$ cat src/pkg/aic_pkg.sv
package aic_pkg;
  localparam int NCH = 2;
  localparam int CH_W = 1;
  localparam int AVG_DEPTH = 8;
  localparam int STAT_W = 1 + 4 * NCH;

  // Byte offsets on the register bus
  localparam logic [5:0] OFS_CTRL = 6'h00;
  localparam logic [5:0] OFS_STATUS = 6'h04;
  localparam logic [5:0] OFS_IRQ_CLR = 6'h08;
  localparam logic [5:0] OFS_IRQ_EN = 6'h0C;
  localparam logic [5:0] OFS_CH_BASE = 6'h10;
  localparam logic [5:0] OFS_CH_STRIDE = 6'h10;
  localparam logic [5:0] OFS_CH_CFG = 6'h00;
  localparam logic [5:0] OFS_CH_UPR = 6'h04;
  localparam logic [5:0] OFS_CH_LWR = 6'h08;
  localparam logic [5:0] OFS_CH_DATA = 6'h0C;

  // Field positions
  localparam int CTRL_SHORT_EN = 0;
  localparam int CTRL_OVER_EN = 1;
  localparam int CTRL_UNDER_EN = 2;
  localparam int CTRL_FMT_LSB = 4;
  localparam int CFG_RANGE_LSB = 0;
  localparam int CFG_FILTER_LSB = 4;
  localparam int CFG_UPR_EN = 8;
  localparam int CFG_LWR_EN = 9;
  localparam int STAT_SHORT = 0;
  localparam int STAT_CH_LSB = 1;
  localparam int STAT_CH_W = 4;

  // Reset values
  localparam logic RST_SHORT_EN = 1'b1;
  localparam logic RST_OVER_EN = 1'b1;
  localparam logic RST_UNDER_EN = 1'b1;
  localparam logic RST_USER_EN = 1'b0;

  typedef enum logic [2:0] {RNG_PM10V, RNG_PM5V, RNG_PM20MA, RNG_0_10V, RNG_0_5V, RNG_1_5V, RNG_0_20MA,
                            RNG_4_20MA} aic_range_t;
  typedef enum logic [1:0] {FMT_OFFSET, FMT_SIGN_MAG, FMT_TWOS} aic_fmt_t;
  typedef enum logic [1:0] {FLT_NONE, FLT_MEAN_OF_TWO, FLT_MEAN_OF_FOUR, FLT_MEAN_OF_EIGHT} aic_filter_t;

  // Limits per range, in mV for voltage ranges and uA for current ranges
  localparam logic signed [15:0] OVER_LIM [8] = '{16'sh2774, 16'sh13BA, 16'sh4EE8, 16'sh2742, 16'sh13A1,
                                                  16'sh139C, 16'sh4E84, 16'sh4E70};
  localparam logic signed [15:0] UNDER_LIM [8] = '{-16'sh2774, -16'sh13BA, -16'sh4EE8, -16'sh0032, -16'sh0019,
                                                   16'sh03D4, -16'sh0064, 16'sh0F50};
  localparam logic signed [15:0] LWR_MIN [8] = '{-16'sh2904, -16'sh1482, -16'sh5208, 16'sh0000, 16'sh0000,
                                                 16'sh02EE, 16'sh0000, 16'sh0BB8};
  localparam logic signed [15:0] LWR_MAX [8] = '{16'sh28D2, 16'sh1464, 16'sh51A4, 16'sh28D2, 16'sh1464,
                                                 16'sh1464, 16'sh51A4, 16'sh51A4};
  localparam logic signed [15:0] UPR_MIN [8] = '{-16'sh28D2, -16'sh1464, -16'sh51A4, 16'sh0032, 16'sh001E,
                                                 16'sh030C, 16'sh0064, 16'sh0C1C};
  localparam logic signed [15:0] UPR_MAX [8] = '{16'sh2904, 16'sh1482, 16'sh5208, 16'sh2904, 16'sh1482,
                                                 16'sh1482, 16'sh5208, 16'sh5208};
  localparam logic signed [15:0] UPR_RST = 16'sh2904;
  localparam logic signed [15:0] LWR_RST = -16'sh2904;
endpackage

$ cat src/aic_avg.sv
`timescale 1ns/1ns
module aic_avg (
  input wire logic clk,
  input wire logic rst,
  input wire logic restart,
  input wire logic s_valid,
  input wire logic signed [15:0] s_data,
  input wire aic_pkg::aic_filter_t mode,
  output logic m_valid,
  output logic signed [15:0] m_data
);
  localparam int DEPTH = aic_pkg::AVG_DEPTH;

  logic signed [15:0] hist_r [DEPTH];
  logic signed [15:0] hist_nxt [DEPTH];
  logic [2:0] wp_r, wp_nxt;
  logic [3:0] fill_r, fill_nxt;
  logic pend_r, pend_nxt;
  logic m_valid_r, m_valid_nxt;
  logic signed [15:0] m_data_r, m_data_nxt;

  always_comb begin
    logic signed [18:0] sum;
    logic [2:0] age;
    logic [3:0] n;
    logic [2:0] base;
    sum = '0;
    age = '0;
    n = 4'(4'h1 << mode);
    base = restart ? 3'h0 : wp_r;
    hist_nxt = hist_r;
    wp_nxt = base;
    fill_nxt = restart ? 4'h0 : fill_r;
    pend_nxt = 1'b0;
    if (s_valid) begin
      hist_nxt[base] = s_data;
      wp_nxt = base + 3'h1;
      if (fill_nxt < 4'(DEPTH)) begin
        fill_nxt = fill_nxt + 4'h1;
      end
      pend_nxt = 1'b1;
    end
    // Only the n newest samples count; n is a power of two so the mean is a shift
    for (int i = 0; i < DEPTH; i++) begin
      age = wp_r - 3'h1 - 3'(i);
      if ({1'b0, age} < n) begin
        sum = sum + 19'(hist_r[i]);
      end
    end
    // No output until a full window has been seen since the last restart
    m_valid_nxt = pend_r && !restart && (fill_r >= n);
    m_data_nxt = 16'(sum >>> mode);
  end

  always_ff @(posedge clk) begin
    if (rst) begin
      for (int i = 0; i < DEPTH; i++) begin
        hist_r[i] <= 16'sh0000;
      end
      wp_r <= 3'h0;
      fill_r <= 4'h0;
      pend_r <= 1'b0;
      m_valid_r <= 1'b0;
      m_data_r <= 16'sh0000;
    end else begin
      hist_r <= hist_nxt;
      wp_r <= wp_nxt;
      fill_r <= fill_nxt;
      pend_r <= pend_nxt;
      m_valid_r <= m_valid_nxt;
      m_data_r <= m_data_nxt;
    end
  end

  assign m_valid = m_valid_r;
  assign m_data = m_data_r;
endmodule

$ cat src/aic_top.sv
`timescale 1ns/1ns
module aic_top (
  input wire logic CLK,
  input wire logic RST,
  input wire logic SUPPLY_SHORT,
  input wire logic SAMPLE_VALID,
  input wire logic [aic_pkg::CH_W-1:0] SAMPLE_CH,
  input wire logic signed [15:0] SAMPLE_DATA,
  input wire logic [5:0] AVS_ADDRESS,
  input wire logic AVS_READ,
  input wire logic AVS_WRITE,
  input wire logic [31:0] AVS_WRITEDATA,
  input wire logic [3:0] AVS_BYTEENABLE,
  output logic [31:0] AVS_READDATA,
  output logic AVS_WAITREQUEST,
  output logic IRQ
);
  localparam int NCH = aic_pkg::NCH;
  localparam int SW = aic_pkg::STAT_W;

  logic short_meta_r, short_sync_r;
  logic wait_r, wait_nxt;
  logic [31:0] rdata_r, rdata_nxt;
  logic short_en_r, short_en_nxt, over_en_r, over_en_nxt, under_en_r, under_en_nxt;
  aic_pkg::aic_fmt_t fmt_r, fmt_nxt;
  aic_pkg::aic_range_t rng_r [NCH];
  aic_pkg::aic_range_t rng_nxt [NCH];
  aic_pkg::aic_filter_t flt_r [NCH];
  aic_pkg::aic_filter_t flt_nxt [NCH];
  logic [NCH-1:0] upr_en_r, upr_en_nxt, lwr_en_r, lwr_en_nxt, restart;
  logic signed [15:0] upr_r [NCH];
  logic signed [15:0] upr_nxt [NCH];
  logic signed [15:0] lwr_r [NCH];
  logic signed [15:0] lwr_nxt [NCH];
  logic [SW-1:0] irq_en_r, irq_en_nxt, irq_clr;
  logic [NCH-1:0] avg_v;
  logic signed [15:0] avg_d [NCH];
  logic [15:0] data_r [NCH];
  logic [15:0] data_nxt [NCH];
  logic [3:0] err_r [NCH];
  logic [3:0] err_nxt [NCH];
  logic short_err_r, short_err_nxt;
  logic [SW-1:0] status_r, status_nxt;
  logic irq_r, irq_nxt;

  function automatic logic [31:0] aic_merge(input logic [31:0] old, input logic [31:0] wd, input logic [3:0] be);
    logic [31:0] res;
    res = old;
    for (int b = 0; b < 4; b++) begin
      if (be[b]) begin
        res[8*b +: 8] = wd[8*b +: 8];
      end
    end
    return res;
  endfunction

  function automatic logic signed [15:0] aic_clamp(input logic signed [15:0] v, input logic signed [15:0] lo,
                                                  input logic signed [15:0] hi);
    return (v < lo) ? lo : ((v > hi) ? hi : v);
  endfunction

  function automatic logic [15:0] aic_encode(input logic signed [15:0] v, input aic_pkg::aic_fmt_t f);
    logic [15:0] mag;
    mag = v[15] ? 16'(-v) : 16'(v);
    unique case (f)
      aic_pkg::FMT_SIGN_MAG: return {v[15], mag[14:0]};
      aic_pkg::FMT_TWOS: return v;
      default: return {~v[15], v[14:0]};
    endcase
  endfunction

  // The supply-short pin is asynchronous to CLK
  always_ff @(posedge CLK) begin
    if (RST) begin
      short_meta_r <= 1'b0;
      short_sync_r <= 1'b0;
    end else begin
      short_meta_r <= SUPPLY_SHORT;
      short_sync_r <= short_meta_r;
    end
  end

  // Bus slave and configuration
  always_comb begin
    logic [31:0] img;
    logic [31:0] wv;
    logic [5:0] cbase;
    aic_pkg::aic_range_t rn;
    aic_pkg::aic_filter_t fn;
    img = '0;
    wv = '0;
    cbase = '0;
    rn = aic_pkg::RNG_PM10V;
    fn = aic_pkg::FLT_NONE;
    // Every request waits exactly one cycle, so the read image can be registered
    wait_nxt = wait_r ? !(AVS_READ || AVS_WRITE) : 1'b1;
    short_en_nxt = short_en_r;
    over_en_nxt = over_en_r;
    under_en_nxt = under_en_r;
    fmt_nxt = fmt_r;
    irq_en_nxt = irq_en_r;
    irq_clr = '0;
    rng_nxt = rng_r;
    flt_nxt = flt_r;
    upr_en_nxt = upr_en_r;
    lwr_en_nxt = lwr_en_r;
    upr_nxt = upr_r;
    lwr_nxt = lwr_r;
    restart = '0;
    case (AVS_ADDRESS)
      aic_pkg::OFS_CTRL: img = {26'h0, fmt_r, 1'b0, under_en_r, over_en_r, short_en_r};
      aic_pkg::OFS_STATUS: img = 32'(status_r);
      aic_pkg::OFS_IRQ_EN: img = 32'(irq_en_r);
      default: img = '0;
    endcase
    for (int c = 0; c < NCH; c++) begin
      cbase = 6'(aic_pkg::OFS_CH_BASE + 6'(c) * aic_pkg::OFS_CH_STRIDE);
      case (AVS_ADDRESS - cbase)
        aic_pkg::OFS_CH_CFG: img = {22'h0, lwr_en_r[c], upr_en_r[c], 2'h0, flt_r[c], 1'b0, rng_r[c]};
        aic_pkg::OFS_CH_UPR: img = {16'h0, upr_r[c]};
        aic_pkg::OFS_CH_LWR: img = {16'h0, lwr_r[c]};
        aic_pkg::OFS_CH_DATA: img = {12'h0, err_r[c], data_r[c]};
        default: ;
      endcase
    end
    rdata_nxt = (wait_r && AVS_READ) ? img : rdata_r;
    wv = aic_merge(img, AVS_WRITEDATA, AVS_BYTEENABLE);
    if (AVS_WRITE && !wait_r) begin
      case (AVS_ADDRESS)
        aic_pkg::OFS_CTRL: begin
          short_en_nxt = wv[aic_pkg::CTRL_SHORT_EN];
          over_en_nxt = wv[aic_pkg::CTRL_OVER_EN];
          under_en_nxt = wv[aic_pkg::CTRL_UNDER_EN];
          fmt_nxt = aic_pkg::aic_fmt_t'(wv[aic_pkg::CTRL_FMT_LSB +: 2]);
        end
        aic_pkg::OFS_IRQ_CLR: irq_clr = wv[SW-1:0];
        aic_pkg::OFS_IRQ_EN: irq_en_nxt = wv[SW-1:0];
        default: ;
      endcase
      for (int c = 0; c < NCH; c++) begin
        cbase = 6'(aic_pkg::OFS_CH_BASE + 6'(c) * aic_pkg::OFS_CH_STRIDE);
        case (AVS_ADDRESS - cbase)
          aic_pkg::OFS_CH_CFG: begin
            rn = aic_pkg::aic_range_t'(wv[aic_pkg::CFG_RANGE_LSB +: 3]);
            fn = aic_pkg::aic_filter_t'(wv[aic_pkg::CFG_FILTER_LSB +: 2]);
            rng_nxt[c] = rn;
            flt_nxt[c] = fn;
            upr_en_nxt[c] = wv[aic_pkg::CFG_UPR_EN];
            lwr_en_nxt[c] = wv[aic_pkg::CFG_LWR_EN];
            restart[c] = (rn != rng_r[c]) || (fn != flt_r[c]);
            // A range change pulls stale thresholds into the new limits
            upr_nxt[c] = aic_clamp(upr_r[c], aic_pkg::UPR_MIN[rn], aic_pkg::UPR_MAX[rn]);
            lwr_nxt[c] = aic_clamp(lwr_r[c], aic_pkg::LWR_MIN[rn], aic_pkg::LWR_MAX[rn]);
          end
          aic_pkg::OFS_CH_UPR: upr_nxt[c] = aic_clamp(wv[15:0], aic_pkg::UPR_MIN[rng_r[c]],
                                                      aic_pkg::UPR_MAX[rng_r[c]]);
          aic_pkg::OFS_CH_LWR: lwr_nxt[c] = aic_clamp(wv[15:0], aic_pkg::LWR_MIN[rng_r[c]],
                                                      aic_pkg::LWR_MAX[rng_r[c]]);
          default: ;
        endcase
      end
    end
  end

  always_ff @(posedge CLK) begin
    if (RST) begin
      wait_r <= 1'b1;
      rdata_r <= 32'h0000_0000;
      short_en_r <= aic_pkg::RST_SHORT_EN;
      over_en_r <= aic_pkg::RST_OVER_EN;
      under_en_r <= aic_pkg::RST_UNDER_EN;
      fmt_r <= aic_pkg::FMT_OFFSET;
      irq_en_r <= '0;
      upr_en_r <= {NCH{aic_pkg::RST_USER_EN}};
      lwr_en_r <= {NCH{aic_pkg::RST_USER_EN}};
      for (int c = 0; c < NCH; c++) begin
        rng_r[c] <= aic_pkg::RNG_PM10V;
        flt_r[c] <= aic_pkg::FLT_NONE;
        upr_r[c] <= aic_pkg::UPR_RST;
        lwr_r[c] <= aic_pkg::LWR_RST;
      end
    end else begin
      wait_r <= wait_nxt;
      rdata_r <= rdata_nxt;
      short_en_r <= short_en_nxt;
      over_en_r <= over_en_nxt;
      under_en_r <= under_en_nxt;
      fmt_r <= fmt_nxt;
      irq_en_r <= irq_en_nxt;
      upr_en_r <= upr_en_nxt;
      lwr_en_r <= lwr_en_nxt;
      rng_r <= rng_nxt;
      flt_r <= flt_nxt;
      upr_r <= upr_nxt;
      lwr_r <= lwr_nxt;
    end
  end

  genvar g;
  generate
    for (g = 0; g < NCH; g++) begin : g_ch
      aic_avg u_avg (
        .clk(CLK),
        .rst(RST),
        .restart(restart[g]),
        .s_valid(SAMPLE_VALID && (SAMPLE_CH == aic_pkg::CH_W'(g))),
        .s_data(SAMPLE_DATA),
        .mode(flt_r[g]),
        .m_valid(avg_v[g]),
        .m_data(avg_d[g])
      );
    end
  endgenerate

  // Checks, encoding and event status
  always_comb begin
    logic [SW-1:0] ev;
    logic signed [15:0] a;
    ev = '0;
    a = '0;
    for (int c = 0; c < NCH; c++) begin
      // Disabling a check drops its error at once rather than on the next sample
      err_nxt[c] = err_r[c] & {lwr_en_r[c], upr_en_r[c], under_en_r, over_en_r};
      data_nxt[c] = data_r[c];
      if (avg_v[c]) begin
        a = avg_d[c];
        err_nxt[c][0] = over_en_r && (a > aic_pkg::OVER_LIM[rng_r[c]]);
        err_nxt[c][1] = under_en_r && (a < aic_pkg::UNDER_LIM[rng_r[c]]);
        err_nxt[c][2] = upr_en_r[c] && (a > upr_r[c]);
        err_nxt[c][3] = lwr_en_r[c] && (a < lwr_r[c]);
        data_nxt[c] = aic_encode(a, fmt_r);
      end
      ev[aic_pkg::STAT_CH_LSB + aic_pkg::STAT_CH_W * c +: aic_pkg::STAT_CH_W] = err_nxt[c] & ~err_r[c];
    end
    short_err_nxt = short_en_r && short_sync_r;
    ev[aic_pkg::STAT_SHORT] = short_err_nxt && !short_err_r;
    // A new event outweighs a clear written in the same cycle
    status_nxt = (status_r & ~irq_clr) | ev;
    irq_nxt = |(status_nxt & irq_en_nxt);
  end

  always_ff @(posedge CLK) begin
    if (RST) begin
      short_err_r <= 1'b0;
      status_r <= '0;
      irq_r <= 1'b0;
      for (int c = 0; c < NCH; c++) begin
        data_r[c] <= 16'h0000;
        err_r[c] <= 4'h0;
      end
    end else begin
      short_err_r <= short_err_nxt;
      status_r <= status_nxt;
      irq_r <= irq_nxt;
      data_r <= data_nxt;
      err_r <= err_nxt;
    end
  end

  assign AVS_READDATA = rdata_r;
  assign AVS_WAITREQUEST = wait_r;
  assign IRQ = irq_r;
endmodule

$ cat config.mk
export PLATFORM = sky130hd
export DESIGN_NAME = aic_top
export DESIGN_NICKNAME = d
export VERILOG_FILES = /design/src/pkg/aic_pkg.sv /design/src/aic_avg.sv /design/src/aic_top.sv
export SDC_FILE = /design/constraint.sdc
export NUM_CORES = 2
export LEC_CHECK = 0
export ABC_AREA = 1
export CORE_MARGIN = 1
export CORE_UTILIZATION = 25
export CTS_CLUSTER_SIZE = 20
export DETAILED_ROUTE_END_ITERATION = 7
export DONT_BUFFER_PORTS = 1
export SYNTH_ARGS = -nofsm -noshare
export SYNTH_HDL_FRONTEND = slang
export SYNTH_HIERARCHICAL = 1
export SYNTH_SLANG_ARGS = --single-unit
$ cat constraint.sdc
create_clock -name CLK -period 33.5 [get_ports CLK]
set_clock_uncertainty 0.05 [all_clocks]
set_input_delay 6.7 -clock CLK [delete_from_list [all_inputs] [get_ports CLK]]
set_output_delay 6.7 -clock CLK [all_outputs]
set_load 0.03 [all_outputs]
## Word level (Yosys, flattened, before mapping)

Memory sizes are Yosys's and may differ from the RTL's.
Index checks and enable logic that the tools add are counted.
W data, S select, Z words.

| word-level totals | value |
|---|---|
| flip-flop bits (word level) | 484 |
| memory bits (read-only) | 2048 |
| input port bits | 65 |
| output and inout bits | 34 |
| logic and storage cells | 349 |
| memories | 16 |

| cells by class | value |
|---|---|
| add/sub/neg operators | 38 |
| magnitude comparators | 51 |
| equality and inequality tests | 19 |
| shift operators | 4 |
| mux-type cells | 104 |
| bitwise logic cells | 19 |
| reduce and logical (&&, ||, !) cells | 44 |

Memories:

| memory | depth | bits a word | rd ports | clocked after Yosys merged registers in | wr ports | RTL line | RTL |
|---|---|---|---|---|---|---|---|
| (name not given) | 8 | 16 | 1 | 0 | 0 | aic_top.sv:228 | `err_nxt[c][1] = under_en_r && (a < aic_pkg::UNDER_LIM[rng_r[c]]);` |
| (name not given) | 8 | 16 | 1 | 0 | 0 | aic_top.sv:227 | `err_nxt[c][0] = over_en_r && (a > aic_pkg::OVER_LIM[rng_r[c]]);` |
| (name not given) | 8 | 16 | 1 | 0 | 0 | aic_top.sv:228 |  |
| (name not given) | 8 | 16 | 1 | 0 | 0 | aic_top.sv:227 |  |
| (name not given) | 8 | 16 | 1 | 0 | 0 | aic_top.sv:158 | `aic_pkg::LWR_MAX[rng_r[c]]);` |
| (name not given) | 8 | 16 | 1 | 0 | 0 | aic_top.sv:157 | `aic_pkg::OFS_CH_LWR: lwr_nxt[c] = aic_clamp(wv[15:0], aic_pkg::LWR_MIN[rng_r[c]],` |
| 10 more memories | - | - | - | - | - | - |  |

Operator list:

| cell | count |
|---|---|
| $mux W16 | 50 |
| $mux W19 | 16 |
| $add A19 B16 Y19 | 14 |
| $bwmux W128 | 2 |
| $pmux W32 S4 | 2 |
| $gt A16 B16 Y1 | 12 |
| $lt A16 B16 Y1 | 12 |
| $pmux W16 S2 | 6 |
| $demux W16 S3 | 2 |
| $lt A3 B4 Y1 | 16 |
| $sshr A19 B2 Y16 | 2 |
| $eq A6 B4 Y1 const B | 6 |
| $mux W9 | 4 |
| $mux W4 | 8 |
| $mux W15 | 2 |
| $neg A15 Y15 | 2 |
| $pmux W9 S3 | 1 |
| $sub A3 B3 Y3 const B | 8 |
| $ge A4 B4 Y1 const B | 5 |
| $logic_and A1 B1 Y1 | 20 |
| $not A3 Y4 | 5 |
| $and A9 B9 Y9 | 2 |
| $eq A6 B3 Y1 const B | 3 |
| $logic_not A6 Y1 | 3 |
| other kinds (31) | 76 |

## Longest topological paths before layout

| logic depth | value |
|---|---|
| depth in word-level cells | 18 |
| gate-level depth with buffers | 84 |
| mapped depth without buffers | 82 |

## By module

The synthesis kept the hierarchy.

Modules (own cells, without submodules):

| module | times used | cells each | area each (µm²) | seq. area each (µm²) |
|---|---|---|---|---|
| aic_top | 1 | 3062 | 19354.8 | 3323.2 |
| aic_avg at g_ch[0].u_avg | 1 | 2205 | 14177.3 | 3062.9 |
| aic_avg at g_ch[1].u_avg | 1 | 2236 | 14149.8 | 3062.9 |

## Worst setup path after synthesis

OpenSTA, ideal clock, no wires.

| timing | value |
|---|---|
| path kind | reg-to-reg |
| from | register g_ch[0].u_avg.wp_r[0] |
| to | register g_ch[0].u_avg.m_data_r[15] |
| setup time | 0.132 ns |
| data arrival time | 11.173 ns |
| required time | 33.318 ns |
| setup slack | 22.145 ns |
| cell stages (with the launch flop) | 79 |
| path buffers | 2 |
| period minus slack after synthesis | 11.355 ns |
| cell sequence | dfxtp_1 > inv_1 > ha_1 > xor2_1 > inv_1 > ha_1 > nor2_4 > nand2_8 > nand2_1 > clkbuf_1 > clkbuf_1 > nor2_1 > ha_1 > a21o_1 > nand2_1 > nand2_1 > nand2_1 > nand2_2 > [... 43 more ...] > a31oi_1 > o41ai_1 > or2_2 > nand3_1 > nand2_1 > ha_1 > inv_1 > nor4_1 > nor3b_1 > nand4_1 > nand3_1 > a21oi_1 > o21ai_0 > nand3_1 > nand2_1 > nor2_1 > nor2_1 > a21oi_1 |

| on the way | value |
|---|---|
| word-level cells in the longest chain between the ends | 18 |
| elaborated cells on any way between the ends | 32 |
| those cells by class | add/sub: 15; order compare: 8; shift: 1; mux: 8 |

RTL lines:

| item | RTL line | RTL |
|---|---|---|
| from (decl) | aic_avg.sv:16 | `logic [2:0] wp_r, wp_nxt;` |
| from (signal assigned) | aic_avg.sv:67 | `wp_r <= wp_nxt;` |
| $sub A3 B1 Y3 * | aic_avg.sv:45 | `age = wp_r - 3'h1 - 3'(i);` |
| $lt A3 B4 Y1 | aic_avg.sv:46 | `if ({1'b0, age} < n) begin` |
| $mux W19 | aic_avg.sv:46 |  |
| $add A19 B16 Y19 | aic_avg.sv:47 | `sum = sum + 19'(hist_r[i]);` |
| $mux W19 | aic_avg.sv:46 |  |
| $add A19 B16 Y19 | aic_avg.sv:47 |  |
| $mux W19 | aic_avg.sv:46 |  |
| $add A19 B16 Y19 | aic_avg.sv:47 |  |
| [... 2 more ...] | - |  |
| $mux W19 | aic_avg.sv:46 |  |
| $add A19 B16 Y19 | aic_avg.sv:47 |  |
| $mux W19 | aic_avg.sv:46 |  |
| $add A19 B16 Y19 | aic_avg.sv:47 |  |
| $mux W19 | aic_avg.sv:46 |  |
| $add A19 B16 Y19 | aic_avg.sv:47 |  |
| $mux W19 * | aic_avg.sv:46 |  |
| $sshr A19 B2 Y16 * | aic_avg.sv:52 | `m_data_nxt = 16'(sum >>> mode);` |
| to (signal assigned) | aic_avg.sv:71 | `m_data_r <= m_data_nxt;` |
| to (decl) | aic_avg.sv:20 | `logic signed [15:0] m_data_r, m_data_nxt;` |

Mark *: on every way between the ends. The rest lies on a longest branch, timed or not.
A chain may end at the register's enable or synchronous reset.

## Worst setup path in the final report

| timing | value |
|---|---|
| from | register flt_r[3] in the netlist's numbering |
| to | register g_ch[0].u_avg.m_data_r[15] |

| on the way | value |
|---|---|
| word-level cells in the longest chain between the ends | 18 |
| elaborated cells on any way between the ends | 25 |
| those cells by class | add/sub: 7; order compare: 8; shift: 2; mux: 8 |

RTL lines:

| item | RTL line | RTL |
|---|---|---|
| from (decl) | aic_top.sv:28 | `aic_pkg::aic_filter_t flt_r [NCH];` |
| from (signal, indexed assignment) | aic_top.sv:178 | `flt_r[c] <= aic_pkg::FLT_NONE;` |
| from (signal assigned) | aic_top.sv:193 | `flt_r <= flt_nxt;` |
| $shl A1 B2 Y4 | aic_avg.sv:29 | `n = 4'(4'h1 << mode);` |
| $lt A3 B4 Y1 | aic_avg.sv:46 |  |
| $mux W19 | aic_avg.sv:46 |  |
| $add A19 B16 Y19 | aic_avg.sv:47 |  |
| $mux W19 | aic_avg.sv:46 |  |
| $add A19 B16 Y19 | aic_avg.sv:47 |  |
| $mux W19 | aic_avg.sv:46 |  |
| $add A19 B16 Y19 | aic_avg.sv:47 |  |
| [... 2 more ...] | - |  |
| $mux W19 | aic_avg.sv:46 |  |
| $add A19 B16 Y19 | aic_avg.sv:47 |  |
| $mux W19 | aic_avg.sv:46 |  |
| $add A19 B16 Y19 | aic_avg.sv:47 |  |
| $mux W19 | aic_avg.sv:46 |  |
| $add A19 B16 Y19 | aic_avg.sv:47 |  |
| $mux W19 | aic_avg.sv:46 |  |
| $sshr A19 B2 Y16 * | aic_avg.sv:52 |  |

Marked as above.

==> flow_summary_export.csv <==
group,metric,value,unit
status,status,"finished clean",
pwr,peakVddDrop,0.0476,mV
finish,drive_above_1_share,0.0558,
drt,dr.pass1.iters,8,
setup_path,cp_slowest_cell,"dfxtp_1",
yosys,ys_seq_area_frac,0.198,
yosys,synthTopCellsByArea,"dfxtp_1 20%, ha_1 16%, nand2_1 12%, nor2_1 7.2%, a21oi_1 6.9%",
setup_path,max_stage_delay,800,ps
sta,tns,0,ps
placement,gp_congestion,1.02,
drt,route.detailed.drc,0,
global_routing,grt_pass1_wl,268000,µm
finish,ff_latch_area,9450,µm²
sta,hold_viol,0,
sta,worst_slew_pin_slew,1200,ps
global_routing,first_global_vias,46442,
finish,syn_to_final_growth,9.21,%
setup_path,critical_path_buf_inv_count,5,
yosys,ys_warn_count,6,
drt,ant_nets,0,
sta,fmax,0.0703,GHz
clocking,cts_resized,0,
setup_path,cp-end-kind,"flop",
setup_path,path_max_fanout,24,
global_routing,grt_usage,0.176,
clocking,tritoncts,"yes",
floorplanning,die_width,439,µm
yosys,ys_ff_latch,472,
floorplanning,initial_core_util,0.253,
placement,post-dp-hpwl,136000,µm
hold_path,min_path_type,"reg2reg",
setup_path,critPathMostFrequentCell,"nand2_1",
sta,drv_slew,0,
floorplanning,core_area,189000,µm²
finish,final_util,0.276,
finish,multi_input_area,33800,µm²
drt,post_drt_via_cell_ratio,5.05,
yosys,async_flop_share,0,
clocking,cts_setup_buffers,0,
drt,wl_per_cell,17.9,µm
yosys,synthFlopType,"dfxtp_1",
yosys,syn_area,47700,µm²
setup_path,cp.required,34030,ps
global_routing,grt_max_degree,128,
clocking,htreeDepth,2,
yosys,synth_cell_types,76,
yosys,yosysTopAreaCellShare,0.198,
clocking,path_clk_slew,60,ps
global_routing,grt-ovfl-total,0,
pwr,power_density,47.4,nW/µm²
yosys,syn_inst,7503,
floorplanning,die_height,439,µm
clocking,cts_inserted_buffers,59,
pwr,leakage,25.6,nW
run,max_cap_violations,0,
clocking,clk_latency,750,ps
yosys,synthTopCellsByCount,"1586 x nand2_1, 912 x nor2_1, 819 x inv_1",
sta,max_slew_margin,0.192,
finish,fillers,20953,
clocking,cts_sinks,472,
sta,min_period_over_period,0.425,
floorplanning,dieArea,192000,µm²
sta,hold-worst-slack,402,ps
clocking,ctsHoldBuffers,0,
yosys,avgSynthCellArea,6.36,µm²
setup_path,critPathKind,"reg2reg",
clocking,max-clock-path-buffers,3,
setup_path,cp-start-kind,"flop",
drt,finalWirelength,177000,µm
sta,setup_viol,0,
sta,rsz0062_at_grt,"no",
yosys,synth_top_area_cell,"dfxtp_1",
sta,fin_crit,14230,ps
global_routing,antenna_found_initial,9,
drt,vias,50009,
floorplanning,rows,159,
setup_path,critPathArrivalTime,14760,ps
floorplanning,io_pins,99,
clocking,clockRootBuffer,"clkbuf_16",
finish,nets,8035,
placement,port_buffers,0,
yosys,synth-edff-count,0,
yosys,synth_most_common_cell,"nand2_1",
drt,drt_iter0_drc,4894,
setup_path,crit_family,"simple AND/OR/NAND/NOR gates",
[worst paths after layout]
| check | startpoint | endpoint | slack [ps] | cells past startpoint |
|---|---|---|---|---|
| worst max-delay path | flt_r[3] | g_ch[0].u_avg/m_data[15] | 19270 | 73 |
| worst min-delay path | g_ch[1].u_avg/hist_r[123] | g_ch[1].u_avg/hist_r[123] | 400 | 2 |
| worst max register to register | flt_r[3] | g_ch[0].u_avg/m_data[15] | 19270 | 73 |
| worst min register to register | g_ch[1].u_avg/hist_r[123] | g_ch[1].u_avg/hist_r[123] | 400 | 2 |
[routing by layer]
layer / up-vias / routed length (µm) / GRT usage / share of wire
li1: 24791 / - / - / -
met1: 23005 / 74900 / 0.223 / 0.42
met2: 1832 / 81400 / 0.294 / 0.46
met3: 379 / 12000 / 0.0210 / 0.068
met4: 2 / 8660 / 0.0856 / 0.049
met5: - / 17 / 0 / 0.000096
[cells by family (layout without fill, tap and decap cells)]
logic type / Yosys count / in the layout / synth area share
simple gates: 3451 / 3451 / 0.316
compound gates: 1670 / 1670 / 0.198
buf+inv: 1136 / 1024 / 0.0947
fa+ha+maj: 618 / 618 / 0.164
flops: 472 / 472 / 0.198
xor+xnor: 151 / 151 / 0.0279
mux: 4 / 4 / 0.000840
other cells: 1 / 25 / 0.0000786
[tightest hold or removal path, stage by stage, from the launching register on]
cell     delay, ps
dfxtp_1        290
inv_1           60
a21oi_1         50
[area by class of cell]
class,count,share of cell area
multi-input cells,5906,0.649
flip-flops and latches,472,0.181
inverters,864,0.0625
well taps,2495,0.0599
clock buffers,78,0.0313
clock inverters,33,0.00855
repair buffers,49,0.00706
diodes,13,0.000625
[placed cells by master (no fill, tap or decap), drive strengths merged, types with 37 or more instances in the layout]
master	n
nand2	1664
nor2	929
inv	842
o21ai	662
a21oi	660
ha	604
nand3	588
dfxtp	472
xor2	103
nand4	78
clkbuf	78
nor3	70
o211ai	49
buf	49
xnor2	48
or2	43
clkinv	43
o21bai	42
a21boi	39
nand3b	37
o22ai	37
[state kept, by name, summed over array words and instances, names as in the netlist, 9 cells and up]
name               flops
g_ch.u_avg/m_data     32
g_ch.u_avg/hist_r    256
AVS_READDATA          20
lwr_r                 32
upr_r                 32
status_r               9
irq_en_r               9
data_r                32
[power by group]
part | switching (W) | leakage (nW) | internal [W]
logic | 0.000738 | 20.8 | 0.000384
registers | 0.0000633 | 3.83 | 0.000587
clock network | 0.000296 | 1.01 | 0.000399
[stage by stage]
stage	cell area [µm²]	std cells	power, W	setup slack, ps
after global routing	52100	9909	0.00265	17850
after detailed placement	50000	9786	0.00176	19500
final	52100	9910	0.00247	19270
after floorplan	47700	7514	0.00149	22140
after global placement	50000	9786	0.00174	19600
after CTS	52000	9897	0.00246	19460
No activity file was read; power rests on OpenSTA's default activity.
